File: config.mk
export PLATFORM = sky130hd
export DESIGN_NAME = ptpse_core
export DESIGN_NICKNAME = d
export VERILOG_FILES = /design/src/rtl/ptpse_pkg.sv /design/src/rtl/ptpse_core.sv /design/src/rtl/ptpse_time_store.sv
export SDC_FILE = /design/constraint.sdc
export NUM_CORES = 2
export LEC_CHECK = 0
export BUFFER_PORTS_ARGS = -buffer_cell sky130_fd_sc_hd__buf_2
export CAP_MARGIN = 20
export CELL_PAD_IN_SITES_DETAIL_PLACEMENT = 0
export CELL_PAD_IN_SITES_GLOBAL_PLACEMENT = 1
export CORE_ASPECT_RATIO = 1.4
export CORE_UTILIZATION = 41
export CTS_CLUSTER_SIZE = 16
export DETAILED_ROUTE_END_ITERATION = 7
export PLACE_DENSITY_LB_ADDON = 0.1
export SYNTH_ARGS = -nofsm -noshare
export SYNTH_HDL_FRONTEND = slang
export SYNTH_SLANG_ARGS = --single-unit
File: constraint.sdc
create_clock -name pclk -period 8.3 [get_ports pclk]
set_input_delay 0.415 -clock pclk [delete_from_list [all_inputs] [get_ports pclk]]
set_output_delay 0.415 -clock pclk [all_outputs]
set_load 0.02 [all_outputs]
File: src/rtl/ptpse_pkg.sv
package ptpse_pkg;
   // Register byte offsets on the APB word map.
   localparam logic [7:0] OFS_CONTROL = 8'h00;
   localparam logic [7:0] OFS_STATUS = 8'h04;
   localparam logic [7:0] OFS_IRQ_STATUS = 8'h08;
   localparam logic [7:0] OFS_IRQ_MASK = 8'h0c;
   localparam logic [7:0] OFS_MAC_LO = 8'h10;
   localparam logic [7:0] OFS_MAC_HI = 8'h14;
   localparam logic [7:0] OFS_IDENT_LO = 8'h18;
   localparam logic [7:0] OFS_IDENT_HI = 8'h1c;
   localparam logic [7:0] OFS_OFFSET_LO = 8'h20;
   localparam logic [7:0] OFS_OFFSET_HI = 8'h24;
   localparam logic [7:0] OFS_EVENT = 8'h28;
   localparam logic [7:0] OFS_INTERVAL = 8'h2c;
   localparam logic [7:0] OFS_BEGIN_LO = 8'h30;
   localparam logic [7:0] OFS_BEGIN_HI = 8'h34;
   localparam logic [7:0] OFS_REFTIME_LO = 8'h38;
   localparam logic [7:0] OFS_REFTIME_HI = 8'h3c;
   localparam logic [7:0] OFS_TIME_LO = 8'h40;
   localparam logic [7:0] OFS_TIME_HI = 8'h44;
   localparam logic [7:0] OFS_CORRECTION = 8'h48;

   // Control register fields.
   localparam int CTL_LIMIT_LSB = 0;
   localparam int CTL_APPLICABLE_BIT = 4;
   localparam int CTL_MASTER_BIT = 5;
   localparam int CTL_TRANSPORT_LSB = 8;
   localparam logic [31:0] CTL_RESET = 32'h0000_0000;

   // Interrupt status bit positions.
   localparam int IRQ_UNLOCK_BIT = 0;
   localparam int IRQ_LOCK_BIT = 1;
   localparam int IRQ_PERIODIC_BIT = 2;
   localparam int IRQ_PORT_EVENT_BIT = 3;
   localparam int IRQ_WIDTH = 4;

   // Value inserted in the middle of the hardware address.
   localparam logic [15:0] IDENT_FILL = 16'hfffe;

   // Servo states as reported to software.
   localparam logic [1:0] SERVO_NOT_READY = 2'h0;
   localparam logic [1:0] SERVO_SYNCHRONIZING = 2'h1;
   localparam logic [1:0] SERVO_LOCKED = 2'h2;
   localparam logic [1:0] servo_state_inapplicable = 2'h3;

   // Port change event codes.
   localparam logic [3:0] EV_NONE = 4'h0;
   localparam logic [3:0] EV_POWER_UP = 4'h1;
   localparam logic [3:0] EV_INITIALIZE = 4'h2;
   localparam logic [3:0] port_enabled_event = 4'h3;
   localparam logic [3:0] port_disabled_event = 4'h4;
   localparam logic [3:0] EV_FAULT_CLEARED = 4'h5;
   localparam logic [3:0] EV_FAULT_DETECTED = 4'h6;
   localparam logic [3:0] EV_STATE_DECISION = 4'h7;
   localparam logic [3:0] EV_QUAL_TIMEOUT = 4'h8;
   localparam logic [3:0] EV_ANNOUNCE_TIMEOUT = 4'h9;
   localparam logic [3:0] EV_SYNC_FAULT = 4'ha;
   localparam logic [3:0] EV_MASTER_SELECTED = 4'hb;
   localparam logic [3:0] recommend_master_event = 4'hc;
   localparam logic [3:0] recommend_top_master_event = 4'hd;
   localparam logic [3:0] recommend_follower_event = 4'he;
   localparam logic [3:0] recommend_idle_event = 4'hf;

   // Step limit selections in microseconds and the clock rate.
   localparam int LIMIT_US_0 = 10;
   localparam int LIMIT_US_1 = 20;
   localparam int LIMIT_US_2 = 100;
   localparam int LIMIT_US_3 = 500;
   localparam int LIMIT_US_4 = 1000;
   localparam int LIMIT_US_5 = 2000;
   localparam int CLOCK_PERIOD_NS = 5;
   localparam int INTERVAL_STEP_NS = 32;
   localparam int EVENT_ACCURACY_NS = 80;
   // Worst-case lateness of an event in clock cycles, rounded down.
   localparam int EVENT_ACCURACY_CYCLES = EVENT_ACCURACY_NS / CLOCK_PERIOD_NS;

   // Servo state machine, one-hot.
   typedef enum logic [2:0] {
      ptpse_idle = 3'b001,
      ptpse_sync = 3'b010,
      ptpse_lock = 3'b100
   } ptpse_servo_type;
endpackage

File: src/rtl/ptpse_core.sv
`timescale 1ns/1ps
// Operation
// - The servo state reads as not ready, synchronizing, locked or inapplicable.
// - The master identity is the hardware address with 0xfffe placed between its upper and lower halves.
// - The 64-bit offset to the master in nanoseconds is always readable.
// - The measured offset drives the correction applied to the local clock while following a master.
// - The last port change event is kept as one of sixteen codes.
// - An offset beyond the step limit drops the lock and starts offset adjustment.
// - Software picks the step limit among 10, 20, 100, 500, 1000 and 2000 microseconds.
// - A periodic event fires a programmable number of 32 ns steps after the current tick.
// - An interval of zero stops the periodic event generator.
// - Each periodic event lands within 80 ns of its intended time.
// - The transport of the time messages is readable.
// - As time master, a written reference time in nanoseconds becomes the clock's time.
// - Periodic events wait until the time counter has passed a software start value.
module ptpse_core #(
   parameter int NS_PER_CYCLE = 5
) (
   input wire logic pclk,
   input wire logic presetn,
   input wire logic psel,
   input wire logic penable,
   input wire logic pwrite,
   input wire logic [7:0] paddr,
   input wire logic [31:0] pwdata,
   output logic [31:0] prdata,
   output logic pready,
   output logic pslverr,
   input wire logic [47:0] master_hw_address,
   input wire logic offset_valid,
   input wire logic [63:0] master_offset_nanoseconds,
   input wire logic port_event_valid,
   input wire logic [3:0] port_event_code,
   input wire logic [1:0] time_message_transport,
   output logic [63:0] local_time,
   output logic [31:0] clock_correction,
   output logic periodic_event,
   output logic irq
);
   import ptpse_pkg::*;

   typedef struct packed {
      logic [31:0] control;
      logic [IRQ_WIDTH-1:0] irq_status;
      logic [IRQ_WIDTH-1:0] irq_mask;
      logic [31:0] interval;
      logic [63:0] offset;
      logic [63:0] identity;
      logic [3:0] last_event;
      ptpse_servo_type servo;
      logic [63:0] time_now;
      logic [63:0] next_event_time;
      logic started;
      logic [31:0] correction;
      logic event_pulse;
      logic rd_store;
      logic [31:0] rdata;
   } ptpse_state_type;

   ptpse_state_type cur;
   ptpse_state_type nxt;

   logic access_phase;
   logic wr;
   logic store_we;
   logic [1:0] store_widx;
   logic [1:0] store_ridx;
   logic [31:0] store_rdata;
   logic [127:0] store_words;
   logic [63:0] begin_time;
   logic [63:0] ref_time;
   logic [63:0] abs_offset;
   logic [63:0] limit_ns;
   logic [63:0] interval_ns;
   logic mapped;

   // Microsecond limit to nanoseconds for a selection code.
   function automatic logic [63:0] ptpse_limit_ns(input logic [2:0] sel);
      int us;
      case (sel)
         3'h0: us = LIMIT_US_0;
         3'h1: us = LIMIT_US_1;
         3'h2: us = LIMIT_US_2;
         3'h3: us = LIMIT_US_3;
         3'h4: us = LIMIT_US_4;
         default: us = LIMIT_US_5;
      endcase
      return 64'(us) * 64'd1000;
   endfunction

   // Magnitude of a signed 64-bit offset.
   function automatic logic [63:0] ptpse_abs(input logic [63:0] v);
      return v[63] ? (~v + 64'd1) : v;
   endfunction

   // Register access is a single-cycle answer with no wait states.
   assign access_phase = psel && penable;
   assign wr = access_phase && pwrite;
   assign pready = 1'b1;
   assign prdata = cur.rd_store ? store_rdata : cur.rdata;

   // Software 64-bit values live in the store: begin time in words 0-1, reference time in 2-3.
   always_comb begin
      store_we = wr && (paddr == OFS_BEGIN_LO || paddr == OFS_BEGIN_HI ||
                        paddr == OFS_REFTIME_LO || paddr == OFS_REFTIME_HI);
      store_widx = paddr[3:2];
      store_ridx = paddr[3:2];
   end

   ptpse_time_store #(
      .WORDS(4)
   ) u_store (
      .pclk(pclk),
      .presetn(presetn),
      .write_enable(store_we),
      .write_index(store_widx),
      .write_data(pwdata),
      .read_index(store_ridx),
      .read_data(store_rdata),
      .all_words(store_words)
   );

   assign begin_time = store_words[63:0];
   assign ref_time = store_words[127:64];
   assign abs_offset = ptpse_abs(cur.offset);
   assign limit_ns = ptpse_limit_ns(cur.control[CTL_LIMIT_LSB +: 3]);
   assign interval_ns = 64'(cur.interval) * 64'(INTERVAL_STEP_NS);

   // Address decode; anything outside the map answers with an error.
   always_comb begin
      case (paddr)
         OFS_CONTROL, OFS_STATUS, OFS_IRQ_STATUS, OFS_IRQ_MASK, OFS_MAC_LO, OFS_MAC_HI,
         OFS_IDENT_LO, OFS_IDENT_HI, OFS_OFFSET_LO, OFS_OFFSET_HI, OFS_EVENT, OFS_INTERVAL,
         OFS_BEGIN_LO, OFS_BEGIN_HI, OFS_REFTIME_LO, OFS_REFTIME_HI, OFS_TIME_LO,
         OFS_TIME_HI, OFS_CORRECTION: mapped = 1'b1;
         default: mapped = 1'b0;
      endcase
   end
   assign pslverr = access_phase && !mapped;

   // Next-state logic for the whole block.
   always_comb begin
      logic [IRQ_WIDTH-1:0] set_bits;
      logic [IRQ_WIDTH-1:0] clr_bits;
      logic over_limit;
      set_bits = '0;
      clr_bits = '0;
      over_limit = 1'b0;
      nxt = cur;
      nxt.event_pulse = 1'b0;
      nxt.rd_store = 1'b0;
      nxt.rdata = 32'h0000_0000;

      // Identity is rebuilt every cycle so a new master address shows one cycle later.
      nxt.identity = {master_hw_address[47:24], IDENT_FILL, master_hw_address[23:0]};

      // Latest offset sample is kept for reading.
      if (offset_valid) begin
         nxt.offset = master_offset_nanoseconds;
      end

      // Last port change event, kept until the next one arrives.
      if (port_event_valid) begin
         nxt.last_event = port_event_code;
         set_bits[IRQ_PORT_EVENT_BIT] = 1'b1;
      end

      // Servo: an oversize offset always unlocks; a small one relocks.
      over_limit = ptpse_abs(master_offset_nanoseconds) > limit_ns;
      if (offset_valid) begin
         case (cur.servo)
            ptpse_idle: begin
               nxt.servo = over_limit ? ptpse_sync : ptpse_lock;
               if (!over_limit) begin
                  set_bits[IRQ_LOCK_BIT] = 1'b1;
               end
            end
            ptpse_sync: begin
               if (!over_limit) begin
                  nxt.servo = ptpse_lock;
                  set_bits[IRQ_LOCK_BIT] = 1'b1;
               end
            end
            ptpse_lock: begin
               if (over_limit) begin
                  nxt.servo = ptpse_sync;
                  set_bits[IRQ_UNLOCK_BIT] = 1'b1;
               end
            end
            default: nxt.servo = ptpse_idle;
         endcase
      end

      // Offset becomes the correction while following; the step is a coarse proportional term.
      if (offset_valid && !cur.control[CTL_MASTER_BIT]) begin
         nxt.correction = master_offset_nanoseconds[31:0];
      end

      // Local time runs every cycle; in sync state while following, each offset sample, whatever its size, is stepped out at once.
      nxt.time_now = cur.time_now + 64'(NS_PER_CYCLE);
      if (offset_valid && !cur.control[CTL_MASTER_BIT] && cur.servo == ptpse_sync) begin
         nxt.time_now = cur.time_now + 64'(NS_PER_CYCLE) - master_offset_nanoseconds;
      end

      // Start gate and periodic event generator.
      if (cur.interval == 32'h0000_0000) begin
         nxt.started = 1'b0;
      end else if (!cur.started) begin
         if (cur.time_now > begin_time) begin
            nxt.started = 1'b1;
            nxt.next_event_time = cur.time_now + interval_ns;
         end
      end else if (cur.time_now >= cur.next_event_time) begin
         // Checked every 5 ns cycle, so lateness stays well under the accuracy bound.
         nxt.event_pulse = 1'b1;
         nxt.next_event_time = cur.next_event_time + interval_ns;
         set_bits[IRQ_PERIODIC_BIT] = 1'b1;
      end

      // Register writes.
      if (wr) begin
         case (paddr)
            OFS_CONTROL: nxt.control = pwdata;
            OFS_IRQ_STATUS: clr_bits = pwdata[IRQ_WIDTH-1:0];
            OFS_IRQ_MASK: nxt.irq_mask = pwdata[IRQ_WIDTH-1:0];
            OFS_INTERVAL: begin
               nxt.interval = pwdata;
               nxt.started = 1'b0;
            end
            OFS_REFTIME_HI: begin
               if (cur.control[CTL_MASTER_BIT]) begin
                  // Upper word completes the reference; low word was stored a write earlier.
                  nxt.time_now = {pwdata, ref_time[31:0]};
               end
            end
            default: ;
         endcase
      end

      // Set beats clear in the same cycle.
      nxt.irq_status = (cur.irq_status & ~clr_bits) | set_bits;

      // Register reads are captured in the setup cycle for the access-phase answer.
      if (psel && !penable && !pwrite) begin
         case (paddr)
            OFS_CONTROL: nxt.rdata = cur.control;
            OFS_STATUS: begin
               // Servo state code with the transport in bits 9:8.
               case (cur.servo)
                  ptpse_sync: nxt.rdata[1:0] = SERVO_SYNCHRONIZING;
                  ptpse_lock: nxt.rdata[1:0] = SERVO_LOCKED;
                  default: nxt.rdata[1:0] = SERVO_NOT_READY;
               endcase
               if (!cur.control[CTL_APPLICABLE_BIT]) begin
                  nxt.rdata[1:0] = servo_state_inapplicable;
               end
               nxt.rdata[CTL_TRANSPORT_LSB +: 2] = time_message_transport;
               nxt.rdata[2] = cur.started;
            end
            OFS_IRQ_STATUS: nxt.rdata[IRQ_WIDTH-1:0] = cur.irq_status;
            OFS_IRQ_MASK: nxt.rdata[IRQ_WIDTH-1:0] = cur.irq_mask;
            OFS_MAC_LO: nxt.rdata = master_hw_address[31:0];
            OFS_MAC_HI: nxt.rdata[15:0] = master_hw_address[47:32];
            OFS_IDENT_LO: nxt.rdata = cur.identity[31:0];
            OFS_IDENT_HI: nxt.rdata = cur.identity[63:32];
            OFS_OFFSET_LO: nxt.rdata = cur.offset[31:0];
            OFS_OFFSET_HI: nxt.rdata = cur.offset[63:32];
            OFS_EVENT: nxt.rdata[3:0] = cur.last_event;
            OFS_INTERVAL: nxt.rdata = cur.interval;
            OFS_BEGIN_LO, OFS_BEGIN_HI, OFS_REFTIME_LO, OFS_REFTIME_HI: nxt.rd_store = 1'b1;
            OFS_TIME_LO: nxt.rdata = cur.time_now[31:0];
            OFS_TIME_HI: nxt.rdata = cur.time_now[63:32];
            OFS_CORRECTION: nxt.rdata = cur.correction;
            default: nxt.rdata = 32'h0000_0000;
         endcase
      end
   end

   // One register process for all state.
   always_ff @(posedge pclk or negedge presetn) begin
      if (!presetn) begin
         cur <= '{control: CTL_RESET, servo: ptpse_idle, last_event: EV_NONE, default: '0};
      end else begin
         cur <= nxt;
      end
   end

   assign local_time = cur.time_now;
   assign clock_correction = cur.correction;
   assign periodic_event = cur.event_pulse;
   assign irq = |(cur.irq_status & cur.irq_mask);
endmodule

File: src/rtl/ptpse_time_store.sv
`timescale 1ns/1ps
// Small register bank holding 64-bit software values as pairs of words.
module ptpse_time_store #(
   parameter int WORDS = 4
) (
   input wire logic pclk,
   input wire logic presetn,
   input wire logic write_enable,
   input wire logic [$clog2(WORDS)-1:0] write_index,
   input wire logic [31:0] write_data,
   input wire logic [$clog2(WORDS)-1:0] read_index,
   output logic [31:0] read_data,
   output logic [WORDS*32-1:0] all_words
);
   logic [WORDS*32-1:0] mem;

   // Storage and the registered read port share one process.
   always_ff @(posedge pclk or negedge presetn) begin
      if (!presetn) begin
         mem <= '0;
         read_data <= 32'h0000_0000;
      end else begin
         if (write_enable) begin
            mem[write_index*32 +: 32] <= write_data;
         end
         read_data <= mem[read_index*32 +: 32];
      end
   end

   assign all_words = mem;
endmodule

=== Yosys cells after proc, flatten, opt, wreduce, memory -nomap -nowiden ===
Index checks and enable logic that the tools add are counted.

* Register bits after elaboration: 561
* Latch bits: 0
* Bits in writable memories: 0
* ROM bits: 0
* Output and inout port bits: 132
* Logic and storage cells: 133
* Memories kept: 0

* Add/subtract/negate cells: 6
* Multipliers: 1
* Div/mod/pow operators: 0
* $lt $le $gt $ge: 3
* Equality and inequality tests: 28
* Shift operators: 3
* Mux-type cells: 41
* Bitwise gates (word level): 6
* Reductions and logical operators: 28

{| class="wikitable"
|+ Operators with widths
! operator !! count
|-
| 2-to-1 mux 64 bit || 7
|-
| case mux 16 bit (10 select lines) || 1
|-
| adder 64 x 37 -> 64 bit || 2
|-
| bitwise mux 128 bit || 1
|-
| > comparator 64 bit || 2
|-
| variable shift 32 x 34 -> 128 bit, first input constant || 1
|-
| indexed part select 128 x 8 -> 32 bit || 1
|-
| indexed part select 32 x 34 -> 128 bit || 1
|-
| case mux 6 bit (11 select lines) || 1
|-
| 2-to-1 mux 65 bit || 1
|-
| adder 64 x 1 -> 64 bit, second input constant || 1
|-
| adder 64 x 3 -> 64 bit, second input constant || 1
|-
| equality test 8 x 6 -> 1 bit, second input constant || 8
|-
| >= comparator 64 bit || 1
|-
| multiplier 64 x 7 -> 61 bit, second input constant || 1
|-
| inverter 64 bit || 1
|-
| subtractor 64 bit || 1
|-
| case mux 11 bit (5 select lines) || 1
|-
| case mux 3 bit (15 select lines) || 1
|-
| case mux 4 bit (11 select lines) || 1
|-
| negator 7 -> 34 bit || 1
|-
| 2-to-1 mux 33 bit || 1
|-
| equality test 8 x 5 -> 1 bit, second input constant || 4
|-
| zero test 32 bit || 1
|-
| other kinds (32) || 74
|}

=== Depth between registers and ports, before layout ===
* Word-level depth: 8
* Depth in mapped cells: 32
* Depth with buffers taken out: 31

=== By module ===
From an unflattened synthesis, not the netlist that was laid out.

* Cell total of the unflattened synthesis: 4248
* Area total of the unflattened synthesis: 39773.1 um^2

{| class="wikitable"
|+ Modules (own cells, without submodules)
! module !! instances !! cells each !! area an instance (um^2)
|-
| ptpse_core || 1 || 3823 || 32864.0
|-
| ptpse_time_store || 1 || 425 || 6909.1
|}

=== Worst setup path after synthesis ===
Ideal clock, no wire load.

* Path kind: flip-flop to flip-flop
* Start point: register cur[370] (netlist bit)
* End point: register cur[366] (netlist bit)
* Arrival time: 6702 ps
* Data required time: 8179 ps
* Slack: 1477 ps
* Stages on the path, launching flop included: 30
* Buffers on the path: 1
* Clock period less this slack: 6823 ps
* Cell sequence: dfrtp_1 -> clkbuf_1 -> a21oi_1 -> inv_1 -> nand2_1 -> inv_1 -> or2_2 -> fa_1 -> fa_1 -> fa_1 -> inv_1 -> fa_1 -> inv_1 -> ha_1 -> a21o_1 -> a21o_1 -> a21o_1 -> a31oi_1 -> xnor2_1 -> ha_1 -> a21o_1 -> a21o_1 -> a21oi_1 -> o21ai_0 -> a21oi_1 -> a21oi_1 -> nor4_1 -> nand4_1 -> a2111o_1 -> a22o_1

{| class="wikitable"
|+ RTL lines
! what !! line !! RTL
|-
| start, declared || ptpse_core.sv:60 || <nowiki>ptpse_state_type cur;</nowiki>
|-
| start signal, assigned || ptpse_core.sv:284 || <nowiki>cur <= nxt;</nowiki>
|}

==> impl_summary.txt <==
----------------------------------------------------
[Die]
  X dimension of the die ... between 200 and 300 µm
  Starting density of the core ... around two fifths
  Die Span Y ... 366 µm
  I/O pins ... 297
  Core outline area ... 93700 µm²
  Number of placement rows ... between 100 and 150
  Floorplan die area ... ~96000 µm²

[Logic synthesis]
  Sequential-to-total area share from yosys stat ... 35.4%
  Mapped Cells ... roughly 4.3k
  Top flip-flop cell by instance count after synthesis ... sky130_fd_sc_hd__dfrtp_1
  Avg Synthesized Cell Area ... 8.96 µm²
  Summed instance area of the synthesized netlist ... 38700 µm²
  Count of different cell masters after synthesis ... 79
  Number of enable flip-flop cells after synthesis ... 0
  Warning count from the yosys run ... 0
  FFs w/ async S/R, synth ... 100%
  Number of storage elements in the synthesis netlist ... approximately 550

[GRT]
  Gr ovfl total ... 0
  Maximum number of pins on one net before global-route repair ... 143
  Met1 GRT Util ... 47.9%
  Initial antenna violation count ... 9
  Gr usage total ... a little over a third
  Busiest layer in global routing ... met2
  First-pass GRT wire length ... 246 mm
  GRT met3 Usage ... 4.73%
  Vias in the first global route ... 34.0k
  Met2 Track Usage GR ... roughly 57%

[Power]
  Total power ... approximately 13 mW
  Pwr Density ... 303 nW/µm²
  Leak Pwr ... 19.8 nW
  Worst vdd ir ... 0.175 mV

[Setup path]
  Peak fanout along the critical path ... 11
  Data required time at the worst endpoint ... 8.86 ns
  Worst setup SP type ... flip-flop
  Library cell contributing the largest single delay on the critical path ... sky130_fd_sc_hd__fa_1
  R2R cell count ... 28
  Kind of capture point of the worst setup path ... flip-flop
  Slowest stage delay, CP ... 0.58 ns
  Worst Setup Path Type ... flip-flop to flip-flop
  Cell mode on critical path ... sky130_fd_sc_hd__a21o_1
  Arrival time at the worst endpoint ... 8.01 ns
  Flop-to-flop setup slack ... 0.84 ns

[STA]
  Setup repair after global routing missed its margin ... no
  TNS Setup ... 0 ns
  Final period demand of the worst path ... 7.46 ns
  Worst slack on hold paths ... 0.0359 ns
  Slew margin rel. ... 13.3%
  Maximum clock skew at final layout ... 0.0321 ns
  Total setup violations reported at the end of the flow ... 0
  Max Transition Viols Final ... 0
  Period utilization ... 89.8%
  Fin. Hold Viols ... 0
  Upper clock frequency limit ... around 130 MHz
  Slew at the pin with the worst max-slew slack ... 1.30 ns

[CTS]
  Clock H-tree levels ... 2
  Number of hold buffers added after CTS ... 54
  Register clock-pin slew on the reported worst setup and hold paths ... 0.07 ns
  Buffers from clock root to sink, at most ... 3
  Clock insertion delay at the later pin of the skew report ... 0.69 ns
  # clock sinks ... 547
  CTS buffer count ... slightly below 60
  CTS tree ... yes
  Setup repair bufs after CTS ... 0
  Root buffer selected by CTS ... sky130_fd_sc_hd__clkbuf_16
  Count of instances resized after the clock tree is built ... 0

[Route]
  Wirelength per Cell ... 29.9 µm
  Vias/cell ... between 6 and 7
  DRC violations left ... 0
  Number of antenna-violating nets in the routed design ... 0
  Total number of vias ... 35.4k
  Final routed wirelength across all metal layers ... 173 mm
  Drt pass-1 iters ... 6
  Initial drt markers ... 3784

[Finish]
  Final #Nets ... 4999
  Layout cell share with drive strength beyond 1 ... 16.0%
  Number of fillers in the final layout ... between 9k and 10k
  Area growth from synthesis to layout ... 12.6%

[Place]
  Count of input and output buffers ... 295
  Routability congestion estimate ... 0.944
  Post-DP HPWL ... 133 mm

[Min path]
  Worst hold path type ... primary input to flip-flop
  Instance count along the most critical hold path ... 2

[Status]
  Result of the run ... finished clean

[Run]
  Max Cap Violations ... 0

----------------------------------------------------
## flip-flops by register name, summed over array words and instances (netlist names)
signal	cells
u_store.read_data	32
cur	290
local_time	64
periodic_event	1
clock_correction	32
u_store.all_words	128
## critical path, delay by kind of cell, from the launching register on
kind	cells	cell delay, ns
AO/OA/AOI/OAI	13	2.65
adder cells (fa/ha/maj)	6	2.66
AND/OR/NAND/NOR	4	0.98
XOR/XNOR	1	0.16
buffers and inverters	4	0.39
flip-flops	1	0.50
## cells by family after synthesis
family,count (synthesis),share of synthesized area (%)
AOI/OAI and AO/OA,1218,20.4
xor gates and xnor gates,236,5.34
adders and majority gates,323,10.7
buffers and inverters,569,6.46
DFF,547,35.4
muxes,217,7.20
other,2,0.0194
and+or+nand+nor,1211,14.5
## final cells by class
cell class / count / area, µm² / area share [%]
Multi-Input combinational cell: 3209 / 22700 / 51.9
Sequential cell: 547 / 13700 / 31.4
Timing Repair Buffer: 431 / 2680 / 6.15
Clock buffer: 81 / 1670 / 3.83
Tap cell: 1215 / 1520 / 3.49
Inverter: 263 / 987 / 2.26
Clock inverter: 27 / 390 / 0.895
Antenna cell: 6 / 15.0 / 0.0344
## path summary, 6_finish.rpt
check | start | endpoint
min reg2reg | u_store.all_words[98]$_DFFE_PN0P_ | u_store.all_words[98]$_DFFE_PN0P_
min | port_event_valid | cur[369]$_DFF_PN0_
max in group asynchronous | presetn | cur[32]$_DFF_PN0_
max reg2reg | cur[370]$_DFFE_PN0P_ | cur[366]$_DFF_PN0_
max | cur[370]$_DFFE_PN0P_ | cur[366]$_DFF_PN0_
min in group asynchronous | presetn | cur[110]$_DFFE_PN0P_
## layout by cell type, fill, tap and decap left out, types with 33 or more instances in the layout
cell / instances
sky130_fd_sc_hd__a222oi_1: 45
sky130_fd_sc_hd__xnor2_1: 142
sky130_fd_sc_hd__ha_1: 310
sky130_fd_sc_hd__buf_2: 293
sky130_fd_sc_hd__a22o_1: 41
sky130_fd_sc_hd__o21a_1: 33
sky130_fd_sc_hd__xor2_1: 94
sky130_fd_sc_hd__a31oi_1: 64
sky130_fd_sc_hd__dlygate4sd3_1: 54
sky130_fd_sc_hd__inv_1: 263
sky130_fd_sc_hd__nand3_1: 80
sky130_fd_sc_hd__nand4_1: 88
sky130_fd_sc_hd__o21ai_0: 332
sky130_fd_sc_hd__nor3_1: 48
sky130_fd_sc_hd__buf_4: 80
sky130_fd_sc_hd__mux2_2: 173
sky130_fd_sc_hd__clkbuf_16: 59
sky130_fd_sc_hd__dfrtp_1: 544
sky130_fd_sc_hd__a221oi_1: 69
sky130_fd_sc_hd__and3_1: 35
sky130_fd_sc_hd__a21o_1: 127
sky130_fd_sc_hd__nor4_1: 35
sky130_fd_sc_hd__nor2_1: 228
sky130_fd_sc_hd__a21oi_1: 276
sky130_fd_sc_hd__nand2_1: 518
## metal layers
metal / share of wire [%] / vias to the layer above
li1: - / 16000
met1: 41 / 17600
met2: 46 / 1548
met3: 7.3 / 287
met4: 5.9 / 4
met5: 0.012 / -
## Yosys cell counts (41+ instances only)
master                       n  area, µm²
sky130_fd_sc_hd__dfrtp_1   546      13700
sky130_fd_sc_hd__nand2_1   523       1960
sky130_fd_sc_hd__o21ai_0   332       1660
sky130_fd_sc_hd__ha_1      310       3880
sky130_fd_sc_hd__a21oi_1   277       1390
sky130_fd_sc_hd__inv_1     263        987
sky130_fd_sc_hd__nor2_1    239        897
sky130_fd_sc_hd__clkbuf_1  180        676
sky130_fd_sc_hd__mux2_2    173       1950
sky130_fd_sc_hd__xnor2_1   142       1240
sky130_fd_sc_hd__a21o_1    127        953
sky130_fd_sc_hd__buf_4      97        728
sky130_fd_sc_hd__xor2_1     94        823
sky130_fd_sc_hd__nand4_1    88        551
sky130_fd_sc_hd__nand3_1    80        400
sky130_fd_sc_hd__a221oi_1   69        604
sky130_fd_sc_hd__a31oi_1    64        400
sky130_fd_sc_hd__nor3_1     51        255
sky130_fd_sc_hd__a222oi_1   45        450
sky130_fd_sc_hd__a22o_1     41        359
## report_power, final
group          leakage (nW)  switching, mW  internal (mW)
logic                  11.9           4.14           2.37
registers              6.98          0.736           3.05
clock network         0.993           1.25           1.66
total                  19.8           6.13           7.08
## through the flow
stage / utilization [%] / cell area, µm² / instances / worst slack (ns)
6_report: 46.5 / 43600 / 5779 / 0.844
5_1_grt: 46.5 / 43600 / 5773 / 0.242
4_1_cts: 46.5 / 43600 / 5772 / 0.785
3_5_place_dp: 43.7 / 41000 / 5610 / 0.806
3_3_place_gp: 43.7 / 41000 / 5610 / 0.837
2_1_floorplan: - / 38700 / 4325 / 1.48
(Power assumes the default switching activity.)
